<file path="src/gpio_port_a_pkg.sv">
// Constants and types for the controller GPIO port group A
// What this block does
// - A direction register at 0x7f18 holds one bit per pin, one means output, and resets to zero.
// - An output value register at 0x7f19 holds the level to drive on each pin, readable and writable, reset zero.
// - Each wake-capable pin selects a rising, falling or either-edge wake trigger.
// - Wake events still come from a wake-capable pin while it serves an alternate function.
// - While main power is not good, pins in the back-bias set acting as alternate outputs float.
// - On a GPIO-default pin the direction bit also sets the direction of its alternate function.
// - On a pin whose default is not GPIO the direction bit does not steer the default function.
// - Pin 3 can be routed straight to external interrupt one and is not wake-capable.
// - Pin 7 drives push-pull or open-drain by choice, pins 0-6 push-pull only, only in GPIO use.
// - A read-only input register at 0x7f1a returns the sensed level of every pin.
package gpio_port_a_pkg;
  localparam logic [15:0] ADDR_DIRECTION    = 16'h7f18;
  localparam logic [15:0] ADDR_OUTPUT_VALUE = 16'h7f19;
  localparam logic [15:0] ADDR_INPUT        = 16'h7f1a;
  localparam logic [7:0]  RST_DIRECTION     = 8'h00;
  localparam logic [7:0]  RST_OUTPUT_VALUE  = 8'h00;
  localparam logic [7:0]  RST_ZERO          = 8'h00;
  // Pins able to wake: all but pin 3
  localparam logic [7:0]  WAKE_CAPABLE      = 8'hf7;
  localparam int          INT_PIN           = 3;
  localparam int          OD_PIN            = 7;
  // No pin of this group sits in the back-bias set; kept for reuse
  localparam logic [7:0]  BACKBIAS_SET      = 8'h00;
  // Pins whose default function is not GPIO: none here
  localparam logic [7:0]  NON_GPIO_DEFAULT  = 8'h00;
  // Wake edge select codes
  localparam logic [1:0]  EDGE_RISE         = 2'h0;
  localparam logic [1:0]  EDGE_FALL         = 2'h1;
  localparam logic [1:0]  EDGE_BOTH         = 2'h2;

  typedef struct packed {
    logic [7:0]  dir;
    logic [7:0]  outv;
    logic [7:0]  rdata;
    logic [7:0]  sync1;
    logic [7:0]  sync2;
    logic [7:0]  prev;
    logic [7:0]  wake;
    logic [7:0]  pin_out;
    logic [7:0]  pin_oe;
    logic        irq1;
    logic        pg_sync1;
    logic        pg_sync2;
  } gpio_state_t;
endpackage

</file>
<file path="src/gpio_port_a.sv">
// Controller GPIO port group A: registers, pin drivers, wake detect
`timescale 1ns/1ps
`default_nettype none
module controller_gpio_port_group_a
  import gpio_port_a_pkg::*;
(
  // Clock and reset
  input  wire logic        i_mclk,
  input  wire logic        i_rst,
  // Controller register access
  input  wire logic [15:0] i_addr,
  input  wire logic        i_wr,
  input  wire logic        i_rd,
  input  wire logic [7:0]  i_wdata,
  output var  logic [7:0]  o_rdata,
  // Configuration
  input  wire logic [15:0] i_wake_edge,
  input  wire logic [7:0]  i_alt_sel,
  input  wire logic [7:0]  i_alt_out,
  input  wire logic        i_external_interrupt_one_enable,
  input  wire logic        i_pin7_open_drain,
  input  wire logic        i_main_power_good,
  // Pins
  input  wire logic [7:0]  i_pin,
  output var  logic [7:0]  o_pin,
  output var  logic [7:0]  o_pin_oe,
  // Events
  output var  logic [7:0]  o_wake,
  output var  logic        o_external_interrupt_one
);
  // Timing at a glance, counted in clock edges:
  //   write strobe at edge n, pin drive follows at edge n+1
  //   read strobe at edge n, read data stands from edge n
  //   a pin change reaches the input register two edges later
  //   a pin edge shows as a one-cycle wake pulse three edges later
  //   reset drops every drive enable at once, no clock needed
  // Limitations:
  //   pulses shorter than a clock period may be missed by wake
  //   configuration ports are taken from logic on this clock
  //   power good is a pin and goes through its own synchroniser
  //   an alternate function keeps the wake events of its pin
  // Trade-off: two sync stages cost latency but stop metastable reads

  // Registered state and the value it takes at the next edge
  gpio_state_t s_q;
  gpio_state_t s_d;

  // Address match for one register; shared by write and read decode
  function automatic logic addr_hit(input logic [15:0] addr,
                                    input logic [15:0] target);
    addr_hit = (addr == target);
  endfunction

  // Register write: new byte on a matching strobe, else keep the old
  // Writes to the input register or unmapped space fall through here
  function automatic logic [7:0] write_byte(input logic        wr,
                                            input logic [15:0] addr,
                                            input logic [15:0] target,
                                            input logic [7:0]  old_val,
                                            input logic [7:0]  new_val);
    if (wr && addr_hit(addr, target)) begin
      write_byte = new_val;
    end else begin
      write_byte = old_val;
    end
  endfunction

  // Read mux; unmapped addresses return zero rather than stale data
  function automatic logic [7:0] read_mux(input logic [15:0] addr,
                                          input logic [7:0]  dir,
                                          input logic [7:0]  outv,
                                          input logic [7:0]  sensed);
    if (addr_hit(addr, ADDR_DIRECTION)) begin
      read_mux = dir;
    end else if (addr_hit(addr, ADDR_OUTPUT_VALUE)) begin
      read_mux = outv;
    end else if (addr_hit(addr, ADDR_INPUT)) begin
      read_mux = sensed;
    end else begin
      read_mux = RST_ZERO;
    end
  endfunction

  // Edge match per pin for the selected trigger
  // Code 3 lands in the default arm and never matches: wake off
  function automatic logic edge_hit(input logic [1:0] sel,
                                    input logic       p,
                                    input logic       c);
    case (sel)
      EDGE_RISE: edge_hit = !p && c;
      EDGE_FALL: edge_hit = p && !c;
      EDGE_BOTH: edge_hit = p ^ c;
      default:   edge_hit = 1'b0;
    endcase
  endfunction

  // Wake event for one pin; pins that cannot wake stay silent
  function automatic logic wake_hit(input int         pin,
                                    input logic [1:0] sel,
                                    input logic       p,
                                    input logic       c);
    wake_hit = WAKE_CAPABLE[pin] && edge_hit(sel, p, c);
  endfunction

  // Level offered to a pin: alternate function or output register
  function automatic logic pin_level(input logic alt,
                                     input logic alt_level,
                                     input logic gpio_level);
    pin_level = alt ? alt_level : gpio_level;
  endfunction

  // Drive enable of a pin serving its alternate function
  // GPIO-default pins borrow the direction bit; others drive unless the back-bias check floats them
  function automatic logic alt_drive(input int   pin,
                                     input logic dir_bit,
                                     input logic power_ok);
    logic drv;
    drv = NON_GPIO_DEFAULT[pin] ? 1'b1 : dir_bit;
    // Floating keeps unpowered circuitry from being back-biased
    if (BACKBIAS_SET[pin] && !power_ok) begin
      drv = 1'b0;
    end
    alt_drive = drv;
  endfunction

  // Drive enable of a pin in plain GPIO use
  // Open drain on one pin only: a high level releases the pin
  function automatic logic gpio_drive(input int   pin,
                                      input logic dir_bit,
                                      input logic level,
                                      input logic open_drain);
    logic drv;
    drv = dir_bit;
    if (pin == OD_PIN && open_drain && level) begin
      drv = 1'b0;
    end
    gpio_drive = drv;
  endfunction

  // Drive enable of one pin for whichever function owns it
  function automatic logic drive_enable(input int   pin,
                                        input logic alt,
                                        input logic dir_bit,
                                        input logic level,
                                        input logic open_drain,
                                        input logic power_ok);
    if (alt) begin
      drive_enable = alt_drive(pin, dir_bit, power_ok);
    end else begin
      drive_enable = gpio_drive(pin, dir_bit, level, open_drain);
    end
  endfunction

  // Next state: registers, synchronisers, drivers, wake
  always_comb begin
    // Hold everything by default; groups below override
    s_d = s_q;

    // Pin synchroniser; only the second stage feeds logic
    s_d.sync1 = i_pin;
    s_d.sync2 = s_q.sync1;
    s_d.prev  = s_q.sync2;

    // Power good synchroniser; a slow rail edge must not split pins
    s_d.pg_sync1 = i_main_power_good;
    s_d.pg_sync2 = s_q.pg_sync1;

    // Direction write
    s_d.dir = write_byte(i_wr, i_addr, ADDR_DIRECTION,
                         s_q.dir, i_wdata);

    // Output value write
    s_d.outv = write_byte(i_wr, i_addr, ADDR_OUTPUT_VALUE,
                          s_q.outv, i_wdata);

    // Read data held until the next read strobe
    if (i_rd) begin
      s_d.rdata = read_mux(i_addr, s_q.dir, s_q.outv,
                           s_q.sync2);
    end

    // Per pin: wake detect, then level and drive enable
    for (int i = 0; i < 8; i++) begin
      // Wake sees the pin whatever function is selected
      s_d.wake[i]    = wake_hit(i, i_wake_edge[2*i +: 2],
                                s_q.prev[i], s_q.sync2[i]);
      // Level and enable; both change on the same edge
      s_d.pin_out[i] = pin_level(i_alt_sel[i], i_alt_out[i],
                                 s_q.outv[i]);
      s_d.pin_oe[i]  = drive_enable(i, i_alt_sel[i], s_q.dir[i],
                                    s_q.outv[i], i_pin7_open_drain,
                                    s_q.pg_sync2);
    end

    // Pin 3 straight to the interrupt input: synced level, no edge
    s_d.irq1 = i_external_interrupt_one_enable && s_q.sync2[INT_PIN];
  end

  // State register; reset to constants only
  // Asynchronous reset floats every pin before the clock runs
  always_ff @(posedge i_mclk or posedge i_rst) begin
    if (i_rst) begin
      s_q      <= '0;
      s_q.dir  <= RST_DIRECTION;
      s_q.outv <= RST_OUTPUT_VALUE;
    end else begin
      s_q <= s_d;
    end
  end

  // Register read port
  assign o_rdata = s_q.rdata;

  // Pin drivers
  assign o_pin    = s_q.pin_out;
  assign o_pin_oe = s_q.pin_oe;

  // Events
  assign o_wake                   = s_q.wake;
  assign o_external_interrupt_one = s_q.irq1;
endmodule // controller_gpio_port_group_a
`default_nettype wire

</file>
<file path="config.mk">
export PLATFORM = sky130hd
export DESIGN_NAME = controller_gpio_port_group_a
export DESIGN_NICKNAME = d
export VERILOG_FILES = /design/src/gpio_port_a_pkg.sv /design/src/gpio_port_a.sv
export SDC_FILE = /design/constraint.sdc
export NUM_CORES = 1
export LEC_CHECK = 0
export ABC_AREA = 1
export BUFFER_PORTS_ARGS = -buffer_cell sky130_fd_sc_hd__buf_2
export CORE_MARGIN = 2
export CORE_UTILIZATION = 35
export CTS_BUF_LIST = sky130_fd_sc_hd__clkbuf_8
export CTS_CLUSTER_DIAMETER = 150
export DETAILED_ROUTE_END_ITERATION = 6
export GPL_TIMING_DRIVEN = 0
export HOLD_SLACK_MARGIN = 0.03
export PLACE_DENSITY = 0.71
export SKIP_LAST_GASP = 1
export SYNTH_ARGS = -nofsm -noshare
export SYNTH_HDL_FRONTEND = slang
export SYNTH_SLANG_ARGS = --single-unit
</file>
<file path="constraint.sdc">
create_clock -name i_mclk -period 1.94 [get_ports i_mclk]
set_input_delay 0.291 -clock i_mclk [delete_from_list [all_inputs] [get_ports i_mclk]]
set_output_delay 0.291 -clock i_mclk [all_outputs]
set_load 0.02 [all_outputs]
</file>
==> results of run 1 <==
==> where the power goes <==
part | switching (uW) | internal (uW)
sequential | 22.9 | 1530
combinational | 154 | 135
clock | 518 | 821
total | 695 | 2480
==> layout make-up <==
cell class / count / area share (%)
clock inverters: 3 / 1.56
clock buffers: 12 / 3.97
inverters: 41 / 3.79
flip-flops and latches: 71 / 42.7
well taps: 111 / 3.34
plain buffers: 37 / 6.97
multi-input cells: 156 / 25.4
repair buffers: 99 / 12.3
==> critical path, cell delays in order (launching register included) <==
cell	delay, ns
dfrtp_1	0.39
buf_4	0.13
buf_2	0.15
==> Yosys cell counts, drive strengths merged <==
master,number,area (um2)
a31oi,1,6.26
dfrtp,71,1780
buf,37,290
a221oi,7,61.3
o21ai,16,140
mux2,7,78.8
conb,1,3.75
nor2,9,103
nor3,7,35.0
nand2,58,238
nand3,36,218
inv,41,154
ha,14,175
==> flip-flops by register name, indices dropped and copies added, names as in the netlist <==
signal and count:
o_wake 7, o_external_interrupt_one 1, o_pin 8, o_pin_oe 8
o_rdata 8, s_q 16, s_d 23
==> logic make-up (layout without fill, tap and decap cells) <==
family	after synthesis	count (layout)
AO/OA/AOI/OAI	24	24
adder cells (fa/ha/maj)	14	14
buffers and inverters	78	192
flip-flops	71	71
other	1	1
multiplexers	7	7
AND/OR/NAND/NOR	110	110
==> cells in the final DEF, fill, tap and decap left out <==
cell type   instances
inv_2               2
nor2_1              2
a31oi_1             1
nor2_4              2
bufinv_16           2
nand2_1            50
nor2_8              3
inv_1              38
o21ai_2            16
buf_12              1
buf_6               4
mux2_2              7
nand3_4             3
nand3_1            33
clkinvlp_4          1
clkbuf_8           12
buf_4              32
conb_1              1
nand2_2             8
clkinv_2            1
ha_1               14
dfrtp_1            71
buf_2              99
nor2_2              2
nor3_1              7
a221oi_1            7
==> per-stage QoR <==
stage | hold slack (ns) | cells | worst slack, ns
2_1_floorplan | 0.322 | 305 | 0.766
3_3_place_gp | 0.334 | 514 | 0.336
3_5_place_dp | 0.336 | 515 | 0.505
4_1_cts | 0.0337 | 530 | 0.617
5_1_grt | 0.0367 | 530 | 0.593
6_report | 0.0569 | 530 | 0.644
==> path summary, 6_finish.rpt <==
kind                            start    endpoint  slack (ns)
max in group asynchronous       i_rst      s_d[8]        1.22
max reg2reg                   s_d[33]   o_wake[6]        0.82
min                          i_pin[4]     s_d[39]        0.06
min reg2reg                   s_d[36]     s_d[28]        0.35
min in group asynchronous       i_rst     s_q[28]        0.10
max                        o_rdata[1]  o_rdata[1]        0.64
==> layer usage <==
metal,up-vias,track usage [%],share of wire (%)
met1,1054,17.6,44
met3,9,3.47,5.4
li1,1163,-,-
met2,58,21.3,49
met5,-,0,0
met4,0,6.32,1.7
==> results.py, run 1 <==
metrics = {
    "layout": {
        "areaGrowthSynthToFinish_pct": 26.9,
        "nFillCells": 892,
        "design_area_um2": 4160,
        "multi_input_area_um2": 1060,
        "n_antenna_cell": 0,
        "final_core_util_pct": 45.5,
        "nNetsFinal": 500,
        "drive_gt1_share_pct": 46.5,
        "regArea_um2": 1780,
    },
    "logic_synthesis": {
        "syn-num-nets": 390,
        "yosys_warnings": 0,
        "synth_compound_area_share_pct": 6.33,
        "synth-adder-area-share_pct": 5.34,
        "syn_inst": 305,
        "yosys-mux-area-fraction_pct": 2.40,
        "netlist_area_um2": 3280,
        "synth.distinct_cells": 21,
        "synthXorXnorAreaFrac_pct": 0,
        "ys_ff_latch": 71,
        "synth_top_family_by_area": "simple AND/OR/NAND/NOR gates",
        "avgSynthCellArea_um2": 10.8,
        "synth-seq-area-share_pct": 54.2,
        "yosys.area_share.simple_pct": 18.1,
    },
    "sta": {
        "worst_pin_slew_ns": 0.790,
        "maxSlewHeadroom_pct": 47.2,
        "finalCritPeriodShare_pct": 66.8,
        "period_minus_slack_ns": 1.30,
        "rsz0062_at_grt": "no",
        "drv_slew": 0,
        "setup-tns-final_ns": 0,
        "max_clock_freq_mhz": 772,
        "finalHoldViolations": 0,
        "setup_viol": 0,
        "finalClockSkew_ns": 0.00541,
    },
    "flow_run": {
        "drv_cap": 0,
    },
    "worst_setup_path": {
        "critical_path.max_fanout": 2,
        "cp-end-kind": "primary output",
        "crit_required_ns": 1.65,
        "crit_path_start_kind": "flop",
        "worstPathArrival_ns": 1.00,
        "reg2reg_depth": 2,
        "crit_type": "reg2out",
    },
    "die": {
        "start_util_pct": 35.8,
        "coreArea_um2": 9150,
        "die_w_um": 101,
        "io-pin-count": 104,
        "die_area_um2": 10200,
        "die_y_um": 101,
        "rows": 35,
    },
    "clock_network": {
        "holdBufCountCts": 0,
        "insertion_delay_ns": 0.33,
        "htreeDepth": 3,
        "cts_inserted_buffers": 9,
        "post_cts_buffers": 0,
        "clk_pin_slew_ns": 0.07,
        "root_buffer": "clkbuf_8",
        "postCtsResizedCells": 0,
        "clock-sinks": 71,
        "cts_max_path_buffers": 2,
        "tritoncts": "done",
    },
    "global_routing": {
        "grt_pass1_vias": 2304,
        "groute.usage.overall_pct": 13.6,
        "grt_max_degree": 37,
        "grt-ovfl-total": 0,
        "grt_pass1_wl_um": 10600,
        "antenna_found_initial": 0,
    },
    "pwr": {
        "p_per_area_nw_per_um2": 763,
        "p_total_uw": 3180,
        "p_leak_uw": 0.00237,
        "vdd_drop_max_mv": 0.294,
    },
    "detailed_routing": {
        "vias": 2284,
        "wl_per_cell_um": 11.8,
        "first_pass_iters": 4,
        "via_per_inst": 4.31,
        "drc": 0,
        "finalWirelength_um": 6240,
        "dr.first_iter.drc_count": 48,
        "antenna_left": 0,
    },
    "status": {
        "status": "complete, no violations",
    },
    "placed_design": {
        "placed_area_um2": 3930,
        "dpl.hpwl_um": 4900,
        "gp_congestion": 0.740,
        "place.port_buffers": 98,
    },
    "worst_hold_path": {
        "holdPathStages": 1,
        "hold_path.class": "in2reg",
    },
}
Power figures use the tool's default switching activity.
==> run 2, diff against run 1 <==
Clock period 1.94 ns to 1.07 ns, I/O delays scaled along.
==> run 2 against run 1 <==
  * The flow now finishes with violations (negative hold slack)
  * Critical path depth stayed put
  * Count of clock-buffer cells in the layout stayed put
  * Die area stayed put
  * Global-route usage is 1.2 points higher
  * Non-clock buffer count is 10 higher
  * Clock power is 81% higher
  * Sequential power is 82% higher
  * Worst setup slack worse by 0.62 ns
  * Combinational power is 130% higher
  * Cell area is 10% higher
==> results.py, run 2 (synthesis gave the netlist of run 1 again) <==
metrics = {
    "global_routing": {
        "grt-ovfl-total": 0,
        "grt_pass1_wl_um": 11500,
        "antenna_found_initial": 0,
        "groute.usage.overall_pct": 14.7,
        "grt_max_degree": 37,
        "grt_pass1_vias": 2516,
    },
    "clock_network": {
        "root_buffer": "clkbuf_8",
        "holdBufCountCts": 26,
        "cts_max_path_buffers": 2,
        "clk_pin_slew_ns": 0.07,
        "htreeDepth": 3,
        "insertion_delay_ns": 0.33,
        "clock-sinks": 71,
        "cts_inserted_buffers": 9,
        "tritoncts": "done",
    },
    "worst_hold_path": {
        "hold_path.class": "in2async",
    },
    "layout": {
        "nNetsFinal": 510,
        "multi_input_area_um2": 1140,
        "n_antenna_cell": 0,
        "areaGrowthSynthToFinish_pct": 39.8,
        "final_cell_mix": "dfrtp_1 (71), buf_2 (68), nand2_1 (49)",
        "design_area_um2": 4580,
        "nFillCells": 850,
        "regArea_um2": 1780,
        "drive_gt1_share_pct": 44.8,
        "largest_reg_flops": 23,
        "layout_commonest_cell": "dfrtp_1",
        "final_core_util_pct": 50.1,
    },
    "sta": {
        "finalClockSkew_ns": 0.00483,
        "period_minus_slack_ns": 1.05,
        "setup_viol": 0,
        "rsz0062_at_grt": "yes",
        "drv_slew": 0,
        "worst_pin_slew_ns": 0.782,
        "holdWs_ns": -0.0413,
        "setup-tns-final_ns": 0,
        "maxSlewHeadroom_pct": 47.8,
        "max_clock_freq_mhz": 954,
        "finalCritPeriodShare_pct": 97.9,
        "finalHoldViolations": 35,
    },
    "placed_design": {
        "dpl.hpwl_um": 4900,
        "placed_area_um2": 3930,
        "place.port_buffers": 98,
        "gp_congestion": 0.740,
    },
    "worst_setup_path": {
        "crit_type": "reg2reg",
        "worstPathArrival_ns": 1.28,
        "timing.reg2reg.setup_slack_ns": 0.02,
        "crit_path_start_kind": "flop",
        "critical_path.max_fanout": 3,
        "cp-end-kind": "flop",
        "reg2reg_depth": 2,
        "crit_required_ns": 1.31,
    },
    "pwr": {
        "p_total_uw": 5920,
        "vdd_drop_max_mv": 0.529,
        "switching_share_pct": 22.1,
        "intPower_uw": 4610,
        "p_leak_uw": 0.00242,
        "p_per_area_nw_per_um2": 1290,
        "clockPowerShare_pct": 41.0,
        "power_switching_uw": 1310,
        "power_frac_seq_pct": 47.6,
        "power_frac_comb_pct": 11.4,
    },
    "status": {
        "violations": "negative hold slack",
        "status": "complete, but fails checks",
    },
    "detailed_routing": {
        "drc": 0,
        "wl_per_cell_um": 12.9,
        "antenna_left": 0,
        "via_per_inst": 4.36,
        "vias": 2352,
        "finalWirelength_um": 6990,
        "dr.first_iter.drc_count": 38,
        "first_pass_iters": 4,
    },
    "die": {
        "rows": 35,
        "die_area_um2": 10200,
        "coreArea_um2": 9150,
        "io-pin-count": 104,
        "die_w_um": 101,
        "die_y_um": 101,
        "start_util_pct": 35.8,
    },
    "flow_run": {
        "drv_cap": 0,
    },
}
-- run 2: cell types whose count changed in the layout (fill, tap and decap cells not counted), sizes merged --
cell         before  now
dlygate4sd3       0   26
buf             136  120
-- run 2: what timing repair did --
item | in CTS | in global routing
setup endpoints to repair | 38 | 12
setup buffers | 13 | 2
hold endpoints to repair | 53 | 35
pin swaps | 0 | 3
resized for setup | 64 | 11
-- run 2: worst paths after layout --
kind                               from   endpoint
setup / recovery                s_d[27]  o_wake[0]
hold / removal                    i_rst  o_wake[0]
setup reg to reg                s_d[27]  o_wake[0]
hold reg to reg                 s_d[36]    s_d[28]
max in group asynchronous         i_rst     s_d[8]
min in group i_mclk        i_alt_out[5]   o_pin[5]
-- run 2: area by class of cell --
type | count | share of cell area, %
flip-flops and latches | 71 | 38.8
multi-input cells | 156 | 25.0
repair buffers | 140 | 23.5
clock buffers | 12 | 3.60
inverters | 41 | 3.44
well taps | 111 | 3.03
clock inverters | 3 | 1.42
plain buffers | 6 | 1.26
-- run 2: layer usage --
layer,up-vias,share of wire (%),track usage [%]
met3,9,4.6,3.61
li1,1187,-,-
met1,1096,42,18.4
met5,-,0,0
met2,60,52,24.3
met4,0,1.5,6.32
-- run 2: stage by stage --
step / cells / worst slack (ns)
global placement: 514 / -0.404
global route: 540 / -0.0552
finish: 540 / 0.0220
floorplan: 305 / 0.0268
detailed placement: 515 / -0.234
CTS: 538 / -0.00698
-- run 2: power by group through the flow --
stage          Sequential [uW]  Combinational [uW]  Clock (uW)
2_1_floorplan             2850                 307           0
3_3_place_gp              2860                 506           0
3_5_place_dp              2860                 534           0
4_1_cts                   2810                 641        2510
5_1_grt                   2820                 750        2640
6_report                  2820                 678        2430
-- run 2: worst max-delay path: stages, from the launching register on --
cell      delay, ns
dfrtp_1        0.43
ha_4           0.24
a221oi_2       0.28
==> run 3, diff against run 2 <==
Settings changed: GPL_TIMING_DRIVEN 0 to not set, PLACE_DENSITY 0.71 to 0.68.
Clock period 1.07 ns to 1.1 ns, I/O delays scaled along.
==> run 3 against run 2 <==
  * Register-to-register slack better by 0.04 ns
  * Sequential power is 3% lower
  * Worst setup slack better by 0.024 ns
  * Critical path depth is 1 lower
  * Sequential share of layout area is 2.0 points higher
  * Final cell count is 0.74% higher
  * Clock skew is 0.00084 ns higher
  * Global-route usage is 1.5 points lower
  * Cell area is 4.9% lower
  * The flow now finishes without violations
  * Combinational power is 9.9% lower
==> results.py, run 3 (synthesis gave the netlist of run 1 again) <==
metrics = {
    "status": {
        "status": "complete, no violations",
    },
    "detailed_routing": {
        "first_pass_iters": 4,
        "wl_per_cell_um": 11.9,
        "vias": 2324,
        "antenna_left": 0,
        "via_per_inst": 4.27,
        "drc": 0,
        "finalWirelength_um": 6490,
        "dr.first_iter.drc_count": 53,
    },
    "layout": {
        "largest_reg_flops": 23,
        "nNetsFinal": 513,
        "nFillCells": 836,
        "n_antenna_cell": 0,
        "fin_cells": 544,
        "regArea_um2": 1780,
        "areaGrowthSynthToFinish_pct": 32.9,
        "final_cell_mix": "buf_2 (96), dfrtp_1 (71), nand2_1 (50)",
        "drive_gt1_share_pct": 44.1,
        "layout_commonest_cell": "buf_2",
        "multi_input_area_um2": 1110,
    },
    "worst_setup_path": {
        "cp.buffers_inverters": 1,
        "crit_required_ns": 0.94,
        "cp-end-kind": "primary output",
        "critical_path.max_fanout": 2,
        "crit_type": "reg2out",
        "slowest_stage": "dfrtp_1",
        "crit_path_start_kind": "flop",
        "worstPathArrival_ns": 0.89,
        "crit_family": "flip-flops",
        "crit_path_cell_trace": "buf_4",
        "critPathMaxStageDelay_ns": 0.39,
    },
    "sta": {
        "period_minus_slack_ns": 1.05,
        "drv_slew": 0,
        "fin_ws_ns": 0.0460,
        "finalCritPeriodShare_pct": 95.8,
        "max_clock_freq_mhz": 949,
        "setup_viol": 0,
        "rsz0062_at_grt": "yes",
        "finalClockSkew_ns": 0.00567,
        "finalHoldViolations": 0,
    },
    "placed_design": {
        "dpl.hpwl_um": 4850,
        "gp_congestion": 0.736,
        "place_inst": 493,
        "dp_slack_ns": -0.161,
        "place.port_buffers": 99,
    },
    "global_routing": {
        "grt_pass1_wl_um": 10300,
        "grt-ovfl-total": 0,
        "groute.usage.overall_pct": 13.2,
        "grt_max_degree": 25,
        "antenna_found_initial": 0,
        "grt_pass1_vias": 2267,
    },
    "die": {
        "die_y_um": 101,
        "die_area_um2": 10200,
        "io-pin-count": 104,
        "rows": 35,
        "coreArea_um2": 9150,
        "start_util_pct": 35.8,
        "die_w_um": 101,
    },
    "pwr": {
        "p_per_area_nw_per_um2": 1170,
        "vdd_drop_max_mv": 0.503,
        "p_leak_uw": 0.00239,
        "p_total_uw": 5090,
    },
    "clock_network": {
        "tritoncts": "done",
        "htreeDepth": 3,
        "clk_pin_slew_ns": 0.07,
        "root_buffer": "clkbuf_8",
        "cts_max_path_buffers": 2,
        "clock-sinks": 71,
        "insertion_delay_ns": 0.34,
        "cts_inserted_buffers": 9,
    },
    "worst_hold_path": {
        "hold_path.class": "in2reg",
    },
    "flow_run": {
        "drv_cap": 0,
    },
}
==> run 3: repair_timing <==
| item | in CTS | in global routing |
|---|---|---|
| buffers inserted | 1 | 8 |
| endpoints found under the hold margin | 30 | 2 |
| pin swaps | 0 | 0 |
| gates resized for setup | 0 | 13 |
| setup endpoints to repair | 1 | 11 |
| hold buffers | 24 | 2 |
==> run 3: metal layers <==
metal  vias to the layer above  GRT usage, %  part of all wire [%]  wire, um
li1                       1197             -                     -         -
met1                      1052          17.3                    48      3110
met2                        65          20.8                    46      2960
met3                        10          3.54                   4.9       315
met4                         0          5.37                   1.5        98
met5                         -             0                     0         0
==> run 3: where the power goes <==
| group | leakage, uW | total [uW] | internal (uW) | switching [uW] |
|---|---|---|---|---|
| Clock | 0.0000846 | 1750 | 796 | 958 |
| Sequential | 0.000918 | 2730 | 2690 | 32.7 |
| Combinational | 0.00138 | 611 | 304 | 307 |
| Total | 0.00239 | 5090 | 3790 | 1300 |
==> run 3: final timing paths <==
| check | from | endpoint | slack (ns) | cells after the start |
|---|---|---|---|---|
| setup / recovery | o_rdata[3] | o_rdata[3] | 0.05 | 1 |
| hold / removal | i_wake_edge[11] | o_wake[5] | 0.05 | 2 |
| setup reg to reg | s_q[27] | o_wake[0] | 0.06 | 3 |
| hold reg to reg | s_d[35] | s_d[27] | 0.35 | 0 |
| max in group asynchronous | i_rst | s_d[41] | 0.29 | 4 |
| min in group asynchronous | i_rst | s_q[28] | 0.36 | 3 |
==> run 3: through the flow <==
| step | setup TNS [ns] | cell area [um2] | util (%) | hold slack, ns |
|---|---|---|---|---|
| 2_1_floorplan | 0 | 3280 | - | 0.196 |
| 5_1_grt | -0.0558 | 4360 | 47.6 | 0.0378 |
| 6_report | 0 | 4360 | 47.6 | 0.0522 |
| 3_5_place_dp | -2.86 | 3800 | 41.5 | 0.186 |
| 3_3_place_gp | -2.15 | 3800 | 41.5 | 0.181 |
| 4_1_cts | 0 | 4210 | 46.0 | 0.0304 |
==> run 3: layout make-up <==
class	count	area share [%]
clock buffer	9	2.84
clock inverter	7	0.919
inverter	41	3.62
multi-input combinational	156	25.6
sequential	71	40.8
tap	111	3.19
timing repair buffer	149	23.1
==> run 3: worst register-to-register path: cells and delay by family (launching register included) <==
| kind | cells | cell delay, ns |
|---|---|---|
| AOI/OAI and AO/OA | 1 | 0.24 |
| buffers and inverters | 1 | 0.05 |
| DFF | 1 | 0.37 |
| adders and majority gates | 1 | 0.30 |
